`config.mk`:
```
export PLATFORM = sky130hd
export DESIGN_NAME = epwm_top
export DESIGN_NICKNAME = d
export VERILOG_FILES = /design/src/common/epwm_pkg.sv /design/src/hw/epwm_fast_tick.sv /design/src/hw/epwm_gen.sv /design/src/hw/epwm_top.sv
export SDC_FILE = /design/constraint.sdc
export NUM_CORES = 1
export LEC_CHECK = 0
export BUFFER_PORTS_ARGS = -buffer_cell sky130_fd_sc_hd__buf_4
export CAP_MARGIN = 20
export CORE_ASPECT_RATIO = 1.2
export CORE_MARGIN = 2
export CORE_UTILIZATION = 25
export DETAILED_ROUTE_END_ITERATION = 8
export SLEW_MARGIN = 10
export SYNTH_ARGS = -nofsm -noshare
export SYNTH_HDL_FRONTEND = slang
export SYNTH_SLANG_ARGS = --single-unit
```
`constraint.sdc`:
```
create_clock -name ref_clk -period 3.5 [get_ports ref_clk]
set_input_delay 0.35 -clock ref_clk [delete_from_list [all_inputs] [get_ports ref_clk]]
set_output_delay 0.35 -clock ref_clk [all_outputs]
set_load 0.02 [all_outputs]
```
`src/common/epwm_pkg.sv`:
```
/*
 * Shared constants of the two eleven-bit PWM generators: register indices,
 * field positions, reset values, pin routing codes and prescaler limits.
 * Assumes an APB slave with 32-bit data, one register per aligned word.
 */
package epwm_pkg;

    // ************************************************************
    // Register indices (byte address is four times the index)
    // ************************************************************
    localparam int NUM_GEN = 2;
    localparam logic [5:0] IDX_CTRL [NUM_GEN] = '{6'h20, 6'h26};
    localparam logic [5:0] IDX_SCALER [NUM_GEN] = '{6'h21, 6'h27};
    localparam logic [5:0] IDX_DUTY_HIGH [NUM_GEN] = '{6'h22, 6'h28};
    localparam logic [5:0] IDX_DUTY_LOW [NUM_GEN] = '{6'h23, 6'h29};
    localparam logic [5:0] IDX_BOUND_HIGH [NUM_GEN] = '{6'h24, 6'h2A};
    localparam logic [5:0] IDX_BOUND_LOW [NUM_GEN] = '{6'h25, 6'h2B};

    // ************************************************************
    // Control register fields
    // ************************************************************
    localparam int CTRL_EN_BIT = 7;
    localparam int CTRL_OUT_BIT = 6;
    localparam int CTRL_INV_BIT = 5;
    localparam int CTRL_CLR_BIT = 4;
    localparam int CTRL_PIN_LSB = 1;
    localparam int CTRL_PIN_MSB = 3;
    localparam int CTRL_SRC_BIT = 0;

    // ************************************************************
    // Scaler, bound and duty fields
    // ************************************************************
    localparam int SCL_INT_BIT = 7;
    localparam int SCL_PRE_LSB = 5;
    localparam int SCL_PRE_MSB = 6;
    localparam int SCL_DIV_MSB = 4;
    localparam int BND_LOW_LSB = 6;
    localparam int DTY_LOW_LSB = 5;

    // ************************************************************
    // Reset values
    // ************************************************************
    localparam logic [7:0] CTRL_RST = 8'h00;
    localparam logic [7:0] SCL_RST = 8'h00;
    localparam logic [7:0] BYTE_RST = 8'h00;
    localparam logic [10:0] WORD11_RST = 11'h000;

    // ************************************************************
    // Output pin codes and prescaler terminal counts
    // ************************************************************
    localparam logic [2:0] PIN_CODE [3] = '{3'h1, 3'h3, 3'h4};
    localparam int PINS_PER_GEN = 3;
    localparam logic [5:0] PRE_LIM_DIV1 = 6'h00;
    localparam logic [5:0] PRE_LIM_DIV4 = 6'h03;
    localparam logic [5:0] PRE_LIM_DIV16 = 6'h0F;
    localparam logic [5:0] PRE_LIM_DIV64 = 6'h3F;

    // Prescaler choice
    typedef enum logic [1:0] {
        PRE_DIV1, PRE_DIV4, PRE_DIV16, PRE_DIV64
    } epwm_pre_t;

endpackage

```
`src/hw/epwm_fast_tick.sv`:
```
/*
 * Turns the fast RC oscillator level into a one-cycle tick per rising edge.
 * Assumes the oscillator input is already synchronous to ref_clk and
 * slower than half of ref_clk.
 */
`timescale 1ns/1ps
module epwm_fast_tick (
    // Clock and reset
    input wire logic ref_clk,
    input wire logic rst_n,
    input wire logic clkEn,
    // Oscillator level in, tick out
    input wire logic fastRcLevel,
    output logic fastTick
);
    logic prevLevel_r; // Level seen one cycle earlier

    // ************************************************************
    // Edge detector
    // ************************************************************
    always_ff @(posedge ref_clk or negedge rst_n) begin
        if (!rst_n) begin
            prevLevel_r <= 1'b0;
        end else if (clkEn) begin
            prevLevel_r <= fastRcLevel;
        end
    end

    // Rising edge only; gated by enable so frozen time makes no tick
    assign fastTick = clkEn & fastRcLevel & ~prevLevel_r;
endmodule // epwm_fast_tick

```
`src/hw/epwm_gen.sv`:
```
/*
 * One eleven-bit PWM generator: prescaler, 5-bit divider, up counter with
 * bound, duty compare, polarity and interrupt pulse.
 * Assumes settings are held stable by the register block.
 */
`timescale 1ns/1ps
module epwm_gen
    import epwm_pkg::*;
(
    // Clock and reset
    input wire logic ref_clk,
    input wire logic rst_n,
    input wire logic clkEn,
    // Settings
    input wire logic enable,
    input wire logic invert,
    input wire logic srcFast,
    input wire logic fastTick,
    input wire logic [1:0] preSel,
    input wire logic [4:0] divider,
    input wire logic intAtZero,
    input wire logic [10:0] bound,
    input wire logic [10:0] duty,
    input wire logic clearReq,
    // Results
    output logic outLevel,
    output logic irqPulse,
    output logic clearDone
);
    logic [5:0] preCnt_r; // Prescaler count
    logic [4:0] divCnt_r; // Divider count
    logic [10:0] cnt_r; // Main counter
    logic [10:0] cnt_nxt; // Counter after a tick
    logic [5:0] preLim; // Prescaler terminal count
    logic srcTick; // Selected source tick
    logic preHit; // Prescaler terminal reached
    logic divHit; // Divided tick

    // Prescaler limit decode
    always_comb begin
        case (epwm_pre_t'(preSel))
            PRE_DIV1: preLim = PRE_LIM_DIV1;
            PRE_DIV4: preLim = PRE_LIM_DIV4;
            PRE_DIV16: preLim = PRE_LIM_DIV16;
            PRE_DIV64: preLim = PRE_LIM_DIV64;
            default: preLim = PRE_LIM_DIV1;
        endcase
    end

    assign srcTick = srcFast ? fastTick : 1'b1;
    // Prescale then divide
    // Compare is at-or-above so a smaller new setting cannot strand a count
    assign preHit = srcTick & (preCnt_r >= preLim);
    assign divHit = preHit & (divCnt_r >= divider);
    assign cnt_nxt = (cnt_r >= bound) ? WORD11_RST : cnt_r + 11'h001;

    // ************************************************************
    // Prescaler and divider
    // ************************************************************
    always_ff @(posedge ref_clk or negedge rst_n) begin
        if (!rst_n) begin
            preCnt_r <= 6'h00;
            divCnt_r <= 5'h00;
        end else if (clkEn) begin
            if (clearReq || !enable) begin
                preCnt_r <= 6'h00;
                divCnt_r <= 5'h00;
            end else if (srcTick) begin
                preCnt_r <= preHit ? 6'h00 : preCnt_r + 6'h01;
                if (preHit) begin
                    divCnt_r <= divHit ? 5'h00 : divCnt_r + 5'h01;
                end
            end
        end
    end

    // ************************************************************
    // Counter, output and interrupt
    // ************************************************************
    always_ff @(posedge ref_clk or negedge rst_n) begin
        if (!rst_n) begin
            cnt_r <= WORD11_RST;
            outLevel <= 1'b0;
            irqPulse <= 1'b0;
            clearDone <= 1'b0;
        end else if (clkEn) begin
            if (clearReq) begin
                cnt_r <= WORD11_RST;
            end else if (enable && divHit) begin
                cnt_r <= cnt_nxt;
            end
            outLevel <= (enable & (cnt_r < duty)) ^ invert;
            irqPulse <= enable & divHit & ~clearReq &
                        (intAtZero ? (cnt_nxt == WORD11_RST) : (cnt_nxt == duty));
            clearDone <= clearReq;
        end
    end
endmodule // epwm_gen

```
`src/hw/epwm_top.sv`:
```
/*
 * Register block and pin routing for two eleven-bit PWM generators behind
 * an APB slave. Each register is one aligned word; byte address is four
 * times the register index.
 * Assumes APB signals and the fast RC level are synchronous to ref_clk.
 */
// Our own choice: register access over APB.
`timescale 1ns/1ps

// What this block does
// - Generator A runs only when enabled
// - A control bit 6 reads output
// - A polarity inversion bit
// - Writing 1 clears A counter
// - A output pin routing codes
// - A clock source choice
// - Interrupt at duty match or zero
// - Prescaler then 5-bit divider
// - Bound from high and low registers
// - Duty from high and low registers
// - Generator B enable, output readback
// - B polarity inversion bit
// - B clear bit self clears
// - B output pin routing codes
// - B clock source choice
module epwm_top
    import epwm_pkg::*;
(
    // Clock, reset and freeze
    input wire logic ref_clk,
    input wire logic rst_n,
    input wire logic clkEn,
    // APB slave
    input wire logic [7:0] paddr,
    input wire logic psel,
    input wire logic penable,
    input wire logic pwrite,
    input wire logic [31:0] pwdata,
    output logic [31:0] prdata,
    output logic pready,
    output logic pslverr,
    // Fast RC oscillator level
    input wire logic internalFastRcClock,
    // Generator A pins
    output logic portBPin5Out,
    output logic portBPin5Oe,
    output logic portAPin0Out,
    output logic portAPin0Oe,
    output logic portBPin4Out,
    output logic portBPin4Oe,
    // Generator B pins
    output logic portBPin6Out,
    output logic portBPin6Oe,
    output logic portAPin4Out,
    output logic portAPin4Oe,
    output logic portBPin7Out,
    output logic portBPin7Oe,
    // Interrupt request pulses
    output logic pwmGenAIrq,
    output logic pwmGenBIrq
);

    // ************************************************************
    // Declarations
    // ************************************************************
    localparam int NUM_PINS = NUM_GEN * PINS_PER_GEN;

    logic [5:0] regIdx; // Word index of the access
    logic accessPhase; // Access phase, not yet answered
    logic commit; // Edge at which the access completes
    logic wrCommit; // Write takes effect
    logic [NUM_GEN-1:0] hitGen; // Address hits a generator
    logic addrValid; // Address is mapped
    logic [7:0] readByte; // Read data before the flop
    logic fastTick; // Rising edge of fast RC

    logic [7:0] ctrl_r [NUM_GEN]; // Control registers
    logic [7:0] scaler_r [NUM_GEN]; // Scaler registers
    logic [2:0] dutyLow_r [NUM_GEN]; // Pending duty low bits
    logic [10:0] duty_r [NUM_GEN]; // Applied duty value
    logic [7:0] boundHigh_r [NUM_GEN]; // Bound bits 10 to 3
    logic [1:0] boundLow_r [NUM_GEN]; // Bound bits 2 to 1
    logic [NUM_GEN-1:0] genOut; // Generator outputs
    logic [NUM_GEN-1:0] genIrq; // Generator interrupt pulses
    logic [NUM_GEN-1:0] genClrDone; // Clear finished

    logic [NUM_PINS-1:0] pinOut_r; // Pin levels
    logic [NUM_PINS-1:0] pinOe_r; // Pin drive enables
    logic [NUM_GEN-1:0] irq_r; // Registered interrupt pulses

    // ************************************************************
    // APB decode
    // ************************************************************
    assign regIdx = paddr[7:2];
    // First access cycle is used to form the read data
    assign accessPhase = psel & penable & ~pready;
    // Second access cycle is the one with pready high
    assign commit = psel & penable & pready;
    assign wrCommit = commit & pwrite;
    assign addrValid = |hitGen;

    // Fast RC edge to tick
    epwm_fast_tick u_fast_tick (
        .ref_clk(ref_clk),
        .rst_n(rst_n),
        .clkEn(clkEn),
        .fastRcLevel(internalFastRcClock),
        .fastTick(fastTick)
    );

    // ************************************************************
    // Per-generator registers and core
    // ************************************************************
    genvar g;
    generate
        for (g = 0; g < NUM_GEN; g++) begin : gen_pwm
            logic wrCtrl; // Control write
            logic wrScaler; // Scaler write
            logic wrDutyHigh; // Duty high write
            logic wrDutyLow; // Duty low write
            logic wrBoundHigh; // Bound high write
            logic wrBoundLow; // Bound low write
            logic [10:0] boundFull; // Full bound value

            assign hitGen[g] = (regIdx == IDX_CTRL[g]) || (regIdx == IDX_SCALER[g]) ||
                               (regIdx == IDX_DUTY_HIGH[g]) || (regIdx == IDX_DUTY_LOW[g]) ||
                               (regIdx == IDX_BOUND_HIGH[g]) || (regIdx == IDX_BOUND_LOW[g]);
            assign wrCtrl = wrCommit & (regIdx == IDX_CTRL[g]);
            assign wrScaler = wrCommit & (regIdx == IDX_SCALER[g]);
            assign wrDutyHigh = wrCommit & (regIdx == IDX_DUTY_HIGH[g]);
            assign wrDutyLow = wrCommit & (regIdx == IDX_DUTY_LOW[g]);
            assign wrBoundHigh = wrCommit & (regIdx == IDX_BOUND_HIGH[g]);
            assign wrBoundLow = wrCommit & (regIdx == IDX_BOUND_LOW[g]);

            // Bound assembled, bit 0 forced low
            assign boundFull = {boundHigh_r[g], boundLow_r[g], 1'b0};

            // Control register; bit 6 is not stored, it reads the output
            always_ff @(posedge ref_clk or negedge rst_n) begin
                if (!rst_n) begin
                    ctrl_r[g] <= CTRL_RST;
                end else if (clkEn) begin
                    if (wrCtrl) begin
                        ctrl_r[g][CTRL_EN_BIT] <= pwdata[CTRL_EN_BIT];
                        ctrl_r[g][CTRL_INV_BIT] <= pwdata[CTRL_INV_BIT];
                        ctrl_r[g][CTRL_PIN_MSB:CTRL_PIN_LSB] <= pwdata[CTRL_PIN_MSB:CTRL_PIN_LSB];
                        ctrl_r[g][CTRL_SRC_BIT] <= pwdata[CTRL_SRC_BIT];
                    end
                    // Write 1 sets; a new set beats the self clear
                    if (wrCtrl && pwdata[CTRL_CLR_BIT]) begin
                        ctrl_r[g][CTRL_CLR_BIT] <= 1'b1;
                    end else if (genClrDone[g]) begin
                        ctrl_r[g][CTRL_CLR_BIT] <= 1'b0;
                    end
                end
            end

            // Scaler register, write only
            always_ff @(posedge ref_clk or negedge rst_n) begin
                if (!rst_n) begin
                    scaler_r[g] <= SCL_RST;
                end else if (clkEn && wrScaler) begin
                    scaler_r[g] <= pwdata[7:0];
                end
            end

            // Duty low waits; high write applies both
            always_ff @(posedge ref_clk or negedge rst_n) begin
                if (!rst_n) begin
                    dutyLow_r[g] <= 3'h0;
                    duty_r[g] <= WORD11_RST;
                end else if (clkEn) begin
                    if (wrDutyLow) begin
                        dutyLow_r[g] <= pwdata[7:DTY_LOW_LSB];
                    end
                    // Low must already be written by software
                    if (wrDutyHigh) begin
                        duty_r[g] <= {pwdata[7:0], dutyLow_r[g]};
                    end
                end
            end

            // Bound registers take effect at once
            always_ff @(posedge ref_clk or negedge rst_n) begin
                if (!rst_n) begin
                    boundHigh_r[g] <= BYTE_RST;
                    boundLow_r[g] <= 2'h0;
                end else if (clkEn) begin
                    if (wrBoundHigh) begin
                        boundHigh_r[g] <= pwdata[7:0];
                    end
                    if (wrBoundLow) begin
                        boundLow_r[g] <= pwdata[7:BND_LOW_LSB];
                    end
                end
            end

            // Core runs on the enable bit
            epwm_gen u_gen (
                .ref_clk(ref_clk),
                .rst_n(rst_n),
                .clkEn(clkEn),
                .enable(ctrl_r[g][CTRL_EN_BIT]),
                .invert(ctrl_r[g][CTRL_INV_BIT]),
                .srcFast(ctrl_r[g][CTRL_SRC_BIT]),
                .fastTick(fastTick),
                .preSel(scaler_r[g][SCL_PRE_MSB:SCL_PRE_LSB]),
                .divider(scaler_r[g][SCL_DIV_MSB:0]),
                .intAtZero(scaler_r[g][SCL_INT_BIT]),
                .bound(boundFull),
                .duty(duty_r[g]),
                .clearReq(ctrl_r[g][CTRL_CLR_BIT]),
                .outLevel(genOut[g]),
                .irqPulse(genIrq[g]),
                .clearDone(genClrDone[g])
            );
        end
    endgenerate

    // ************************************************************
    // Read data mux
    // ************************************************************
    // Only control registers read back; the rest are write only
    always_comb begin
        readByte = 8'h00;
        for (int i = 0; i < NUM_GEN; i++) begin
            if (regIdx == IDX_CTRL[i]) begin
                readByte = ctrl_r[i];
                readByte[CTRL_OUT_BIT] = genOut[i];
            end
        end
    end

    // ************************************************************
    // APB answer
    // ************************************************************
    // One wait state: pready rises in the second access cycle
    always_ff @(posedge ref_clk or negedge rst_n) begin
        if (!rst_n) begin
            pready <= 1'b0;
            pslverr <= 1'b0;
            prdata <= 32'h0000_0000;
        end else if (clkEn) begin
            pready <= accessPhase;
            // Unmapped words answer with an error and zero data
            pslverr <= accessPhase & ~addrValid;
            if (accessPhase && !pwrite) begin
                prdata <= {24'h00_0000, readByte};
            end else if (commit) begin
                prdata <= 32'h0000_0000;
            end
        end
    end

    // ************************************************************
    // Pin routing
    // ************************************************************
    // Unrouted pins are released so the port can serve other functions
    genvar p;
    generate
        for (p = 0; p < NUM_PINS; p++) begin : gen_pin
            localparam int GEN = p / PINS_PER_GEN;
            localparam int SLOT = p % PINS_PER_GEN;
            always_ff @(posedge ref_clk or negedge rst_n) begin
                if (!rst_n) begin
                    pinOut_r[p] <= 1'b0;
                    pinOe_r[p] <= 1'b0;
                end else if (clkEn) begin
                    pinOe_r[p] <= (ctrl_r[GEN][CTRL_PIN_MSB:CTRL_PIN_LSB] == PIN_CODE[SLOT]);
                    pinOut_r[p] <= genOut[GEN];
                end
            end
        end
    endgenerate

    // Interrupt pulses, one flop each
    always_ff @(posedge ref_clk or negedge rst_n) begin
        if (!rst_n) begin
            irq_r <= '0;
        end else if (clkEn) begin
            irq_r <= genIrq;
        end
    end

    // ************************************************************
    // Output ports
    // ************************************************************
    assign portBPin5Out = pinOut_r[0];
    assign portBPin5Oe = pinOe_r[0];
    assign portAPin0Out = pinOut_r[1];
    assign portAPin0Oe = pinOe_r[1];
    assign portBPin4Out = pinOut_r[2];
    assign portBPin4Oe = pinOe_r[2];
    assign portBPin6Out = pinOut_r[3];
    assign portBPin6Oe = pinOe_r[3];
    assign portAPin4Out = pinOut_r[4];
    assign portAPin4Oe = pinOe_r[4];
    assign portBPin7Out = pinOut_r[5];
    assign portBPin7Oe = pinOe_r[5];
    assign pwmGenAIrq = irq_r[0];
    assign pwmGenBIrq = irq_r[1];

endmodule // epwm_top

```
* Yosys cells after proc, flatten, opt, wreduce, memory -nomap -nowiden
Index checks and enable logic that the tools add are counted.
** Word-level totals
- Memories :: 0
- Bits in read-only memories :: 0
- Bits in latches :: 0
- Register bits after elaboration :: 173
- Output and inout port bits :: 48
- Memory bits (writable) :: 0
- Logic and storage cells :: 208
** Cells by class
- Equal/unequal tests :: 26
- Magnitude comparators :: 8
- Shift operators :: 0
- Bitwise gates (word level) :: 38
- Multiplexer cells :: 34
- Div/mod/pow operators :: 0
- Reduce and logical (&&, ||, !) cells :: 55
- $mul :: 0
- Add/sub/neg operators :: 6
** Operators by type and width (number)
- equality test 6 bit, second input constant :: 12
- two-way mux 11 bit :: 6
- two-way mux 32 bit :: 2
- one-hot mux 6 bit (4 select lines) :: 2
- two-way mux 5 bit :: 8
- two-way mux 6 bit :: 6
- AND reduction 2 bit :: 17
- AND 1 bit :: 31
- adder 11 x 1 -> 11 bit, second input constant :: 2
- equality test 11 bit :: 2
- >= comparator 11 bit :: 2
- logical NOT 11 bit :: 2
- < comparator 11 bit :: 2
- nonzero test 2 bit :: 9
- two-way mux 8 bit :: 2
- adder 6 x 1 -> 6 bit, second input constant :: 2
- >= comparator 6 bit :: 2
- logical OR 1 bit :: 12
- adder 5 x 1 -> 5 bit, second input constant :: 2
- >= comparator 5 bit :: 2
- equality test 2 bit, second input constant :: 4
- two-way mux 1 bit :: 8
- logical AND 1 bit :: 7
- equality test 3 x 1 -> 1 bit, second input constant :: 2
- other kinds (9) :: 21

* Longest topological paths before layout
- Depth in word-level cells :: 9
- Depth in mapped cells :: 11
- Gate-level depth less buffers :: 10

* By module
Synthesis repeated with hierarchy kept, for this count alone.
** Unflattened totals
- Cell total of the unflattened synthesis :: 949
- Area total of the unflattened synthesis :: 9519.1 µm²
** By module, submodules not included
- epwm_top :: instances 1, sequential area each 2452.4 µm², cells an instance 296, area an instance 4174.0 µm²
- epwm_gen (gen_pwm[1].u_gen) :: instances 1, sequential area each 625.6 µm², cells an instance 334, area an instance 2678.8 µm²
- epwm_gen (gen_pwm[0].u_gen) :: instances 1, sequential area each 625.6 µm², cells an instance 316, area an instance 2616.3 µm²
- epwm_fast_tick :: instances 1, sequential area each 25.0 µm², cells an instance 3, area an instance 50.0 µm²

* Worst setup path before layout
Ideal clock, no wire load.
- Path kind :: reg-to-reg
- From :: register scaler_r[6] (netlist name)
- To :: register gen_pwm[1].u_gen.divCnt_r[1]
- Path buffers :: 0
- Data required time :: 3417 ps
- Arrival time :: 2450 ps
- Cell stages (with the launch flop) :: 11
- Path slack :: 968 ps
- Path through :: dfrtp_1 > or2_2 > ha_1 > nand2b_1 > a21o_1 > a21o_1 > a21oi_1 > o211a_1 > o21ai_0 > or2_2 > o21ai_0
** Between the ends
- Word-level cells in the longest chain between the ends :: 9
** RTL lines
- start, declared :: RTL line epwm_top.sv:78 : logic [7:0] scaler_r [NUM_GEN];
- start signal, assigned by index :: RTL line epwm_top.sv:163 : scaler_r[g] <= pwdata[7:0];
- equality test 2 bit, or another cell as far along :: RTL line epwm_gen.sv:41 : case (epwm_pre_t'(preSel))
- one-hot mux 6 bit (4 select lines) (*) :: RTL line epwm_gen.sv:41
- >= comparator 6 bit (*) :: RTL line epwm_gen.sv:53 : assign preHit = srcTick & (preCnt_r >= preLim);
- AND 1 bit (*) :: RTL line epwm_gen.sv:53
- AND 1 bit :: RTL line epwm_gen.sv:54 : assign divHit = preHit & (divCnt_r >= divider);
- two-way mux 5 bit :: RTL line epwm_gen.sv:71 : divCnt_r <= divHit ? 5'h00 : divCnt_r + 5'h01;
- two-way mux 5 bit :: RTL line epwm_gen.sv:70 : if (preHit) begin
- two-way mux 5 bit :: RTL line epwm_gen.sv:68 : end else if (srcTick) begin
- two-way mux 5 bit :: RTL line epwm_gen.sv:65 : if (clearReq || !enable) begin
- end signal, assigned :: RTL line epwm_gen.sv:71
- end, declared :: RTL line epwm_gen.sv:31 : logic [4:0] divCnt_r;
Every way passes the cells marked *; elsewhere a longest branch is shown, timed or not. The select of a mux whose other input is x is not followed.
A chain may end at the register's enable or synchronous reset.

* Final worst setup path
- From :: register scaler_r[6] (netlist name)
- To :: register gen_pwm[1].u_gen.cnt_r[8]
** Between the ends
- Word-level cells in the longest chain between the ends :: 8
** RTL lines
- equality test 2 bit, or another cell as far along :: RTL line epwm_gen.sv:41
- one-hot mux 6 bit (4 select lines) (*) :: RTL line epwm_gen.sv:41
- >= comparator 6 bit (*) :: RTL line epwm_gen.sv:53
- AND 1 bit (*) :: RTL line epwm_gen.sv:53
- AND 1 bit (*) :: RTL line epwm_gen.sv:54
- logical AND 1 bit (*) :: RTL line epwm_gen.sv:89 : end else if (enable && divHit) begin
- nonzero test 2 bit (no line) (*)
- AND reduction 2 bit (no line) (*)
- end signal, assigned :: RTL line epwm_gen.sv:90 : cnt_r <= cnt_nxt;
- end, declared :: RTL line epwm_gen.sv:32 : logic [10:0] cnt_r;
Every way passes the cells marked *; elsewhere a longest branch is shown, timed or not.

==> out/results.txt <==
The most common flop cell mapped by yosys was sky130_fd_sc_hd__dfrtp_1. The run gives 35700 um^2 as the area of the core. From synthesis to final layout, the design area changed by 15.7%. For this run the aggregate overflow at the end of global routing stands at 0.

The logs give 0 for the number of hold-slack violations in the final timing report and 0.00393 W for the power after layout. The initial antenna violation count came out at 0. The clock passes through at most 2 buffers. The wire length per cell came out at 15.0 um.

The tools report the number of standard cells in the layout, taps in and fillers out as 1471. For the final routed database, the setup TNS stands at 0 ns. The maximum number of pins on one net before global-route repair was 77. Setup repair after global routing left no endpoint under its margin. The run gives 16.1 mm as the HPWL after detailed placement. The share of the synthesized area in the top cell type is 0.416, and the adder-cell area share of the yosys netlist is 0.0949. The final critical-path share of the clock period is 0.825, and the net count of the finished layout is 1105. The global-route total usage across every layer was 0.122; the number of cells in the design after placement was 1438. In the post-synthesis netlist, the biggest area contributors are sky130_fd_sc_hd__dfrtp_1 42%, sky130_fd_sc_hd__ha_1 9.5%, sky130_fd_sc_hd__mux2_2 7.2%.

The xor/xnor cell area share of the yosys netlist was 0.0328. The run finished with clean final reports. The worst endpoint required time is 3.84 ns. Fill cells in the final layout number 3740. After clock tree synthesis, the setup repair step added 0 buffers.

The fraction of registers with async set/reset came out at 1.00. Sorting the synthesized cells by how often they occur yields 149 x sky130_fd_sc_hd__dfrtp_1, 108 x sky130_fd_sc_hd__nand2_1, 79 x sky130_fd_sc_hd__inv_1. The cell accounting for the most synthesized area was sky130_fd_sc_hd__dfrtp_1. The largest family of logic cells by synthesized area is simple AND/OR/NAND/NOR gates. The run gives 0 as the residual antenna-violating net count after detailed routing. For the cell area after synthesis, the log shows 8970 um^2. The fraction of final layout cells with drive strength greater than 1 was 0.160; the post-route clock skew was 0.00850 ns. The die footprint is 37400 um^2. Post-CTS repair changed the size of 0 cells. After detailed placement, the total cell area comes to 9760 um^2. The die boundary height came out at 211 um. Input and output buffers added on the ports amount to 44. DRC violations left: 0. Row generation in the floorplan step produced 76 rows. Using the TritonRoute via totals, the vias-per-cell ratio works out to 4.71. Max-slew violation count: 0.

The via count of the first global-routing pass was 6777. For this design the ratio of total power to cell area is 379 nW/um^2. The tool flagged a number of max-cap violations equal to 0. In this run, synthesis inferred 0 flip-flops with an integrated enable. The share of synthesized area spent on multiplexers was 0.0738. The H-tree was split into 4 levels. Summed over all layers, the routed wires come to 22.1 mm.

The transition time at the pin with the least slew margin came out at 0.862 ns. During I/O placement, the number of pins put on the boundary was 95. Final estimated routing congestion in global placement: 0.857.

TritonCTS built the clock tree. Setup violations remaining at the end of the flow were counted as 0. The detailed router finished its first iteration with 314 violations. The number of clock buffers added by TritonCTS is 17. The worst hold path belongs to the class in2reg. The share of the synthesized area in compound gates (AO/OA/AOI/OAI) was 0.148; the total area of multi-input combinational cells was 4720 um^2. In this run the mean area of a mapped cell was 9.47 um^2. The final core utilization was 0.291; the maximum clock rate was 346 MHz.

The count of warnings emitted by yosys came out at 0. From left edge to right edge, the die measures 177 um. The logs give 0 for the antenna diode count and 6922 for the total vias in the final route. For this design the static power due to leakage is 4.78 nW.

In the post-synthesis netlist, the cell with the most instances is sky130_fd_sc_hd__dfrtp_1. CTS placed an instance of sky130_fd_sc_hd__clkbuf_16 at the clock tree root. Final non-filler cell area: 10400 um^2. The sequential cells in the finished layout cover a total of 3730 um^2. Clock-pin slew was measured on the worst setup and hold paths at 0.06 ns.

Counting flops and latches in the post-synthesis netlist gives 149. The starting density of the core was 0.252; the post-synthesis share of cell area spent on and, or, nand and nor gates was 0.166. Synthesis produced 947 cells. The run gives 0.416 as the sequential element share of the synthesized area.

STA classifies the critical path endpoint as a flop. The number of different library cells used by synthesis comes to 64. The clock sink count came out at 149. The post-layout minimum cycle time came out at 2.89 ns.

The arrival time of data at the critical path endpoint was 3.23 ns. The worst setup path is launched from a flop. VDD sags by at most 0.277 mV.

The category of the most critical setup path was reg2reg. The global-route wire length before repair came out at 36.2 mm. The first detailed-routing pass ran for 5 iterations. The relative max-transition margin is 0.423, and the maximum fanout along the worst path is 7. Clock latency on the worst-skew pair: 0.43 ns.
## metal layers
| layer | routed length (um) | track usage | vias to the layer above |
|---|---|---|---|
| met5 | 0 | 0 | - |
| met4 | 476 | 0.0408 | 0 |
| met3 | 811 | 0.0248 | 33 |
| met2 | 11000 | 0.207 | 137 |
| met1 | 9830 | 0.154 | 3368 |
| li1 | - | - | 3384 |
## path summary, 6_finish.rpt
path                                                from                                  endpoint  slack, ns  cells past startpoint
max in group asynchronous                          rst_n  gen_pwm[0].u_gen.preCnt_r[5]$_DFFE_PN0P_       2.13                      3
min in group asynchronous                          rst_n                   scaler_r[0]$_DFFE_PN0P_       0.53                      2
worst max register to register   scaler_r[6]$_DFFE_PN0P_     gen_pwm[1].u_gen.cnt_r[8]$_DFFE_PN0P_       0.61                     10
worst min-delay path                 internalFastRcClock       u_fast_tick.prevLevel_r$_DFFE_PN0P_       0.16                      2
worst max-delay path             scaler_r[6]$_DFFE_PN0P_     gen_pwm[1].u_gen.cnt_r[8]$_DFFE_PN0P_       0.61                     10
worst min register to register  dutyLow_r[5]$_DFFE_PN0P_                    duty_r[13]$_DFFE_PN0P_       0.49                      2
## per-stage QoR
step                hold slack, ns  setup slack [ns]
floorplan                   0.0544             0.968
CTS                          0.156             0.638
detailed placement           0.444             0.619
global route                 0.158             0.368
finish                       0.161             0.613
global placement             0.439             0.679
## flip-flops by register name, indices dropped and copies added (netlist names), 2 cells and up
register	cells
gen_pwm.u_gen.clearDone	2
irq_r	2
gen_pwm.u_gen.irqPulse	2
prdata	8
ctrl_r	14
gen_pwm.u_gen.outLevel	2
gen_pwm.u_gen.cnt_r	22
boundHigh_r	16
gen_pwm.u_gen.divCnt_r	10
boundLow_r	4
duty_r	22
gen_pwm.u_gen.preCnt_r	12
scaler_r	16
dutyLow_r	6
## worst max-delay path, stage by stage, from the launching register on
cell and delay [ns]:
sky130_fd_sc_hd__dfrtp_1 0.38, sky130_fd_sc_hd__or2_2 0.31, sky130_fd_sc_hd__ha_1 0.27, sky130_fd_sc_hd__nand2b_1 0.10
sky130_fd_sc_hd__a21o_1 0.11, sky130_fd_sc_hd__a21o_1 0.10, sky130_fd_sc_hd__a21oi_1 0.06, sky130_fd_sc_hd__o211a_1 0.33
sky130_fd_sc_hd__nor3_1 0.71, sky130_fd_sc_hd__nand2_1 0.22, sky130_fd_sc_hd__o21ai_0 0.22
## where the power goes
| part | leakage [nW] | switching (W) | internal [W] |
|---|---|---|---|
| Clock | 0.280 | 0.000776 | 0.00113 |
| Combinational | 2.57 | 0.000177 | 0.0000809 |
| Sequential | 1.93 | 0.0000246 | 0.00174 |
## layout make-up
type | count | share of cell area
well taps | 468 | 0.0564
inverters | 80 | 0.0289
flip-flops and latches | 149 | 0.359
repair buffers | 55 | 0.0416
clock buffers | 18 | 0.0414
clock inverters | 14 | 0.0170
multi-input cells | 687 | 0.455
## what timing repair did
action | CTS | global route
hold buffers | 1 | 0
setup endpoints to repair | 0 | 0
endpoints found under the hold margin | 13 | 0
## logic make-up after synthesis
logic type | after synthesis
adder cells (fa/ha/maj) | 68
other | 1
flip-flops | 149
multiplexers | 59
AND/OR/NAND/NOR | 299
AO/OA/AOI/OAI | 205
XOR/XNOR | 32
buffers and inverters | 134
## placed cells by master, fill, tap and decap left out, types with 10 or more instances in the layout
cell / instances
sky130_fd_sc_hd__a31oi_1: 10
sky130_fd_sc_hd__mux2_2: 57
sky130_fd_sc_hd__a21o_1: 26
sky130_fd_sc_hd__nand3_1: 38
sky130_fd_sc_hd__a21oi_1: 31
sky130_fd_sc_hd__conb_1: 24
sky130_fd_sc_hd__ha_1: 68
sky130_fd_sc_hd__nor4_1: 10
sky130_fd_sc_hd__xor2_1: 11
sky130_fd_sc_hd__xnor2_1: 20
sky130_fd_sc_hd__nand2_1: 108
sky130_fd_sc_hd__nor2_1: 40
sky130_fd_sc_hd__clkbuf_16: 17
sky130_fd_sc_hd__dfrtp_1: 149
sky130_fd_sc_hd__nor3_1: 20
sky130_fd_sc_hd__o21ai_0: 69
sky130_fd_sc_hd__inv_1: 79
sky130_fd_sc_hd__nand4_1: 17
sky130_fd_sc_hd__nand2b_1: 19
sky130_fd_sc_hd__buf_4: 52
Power figures use the tool's default switching activity.
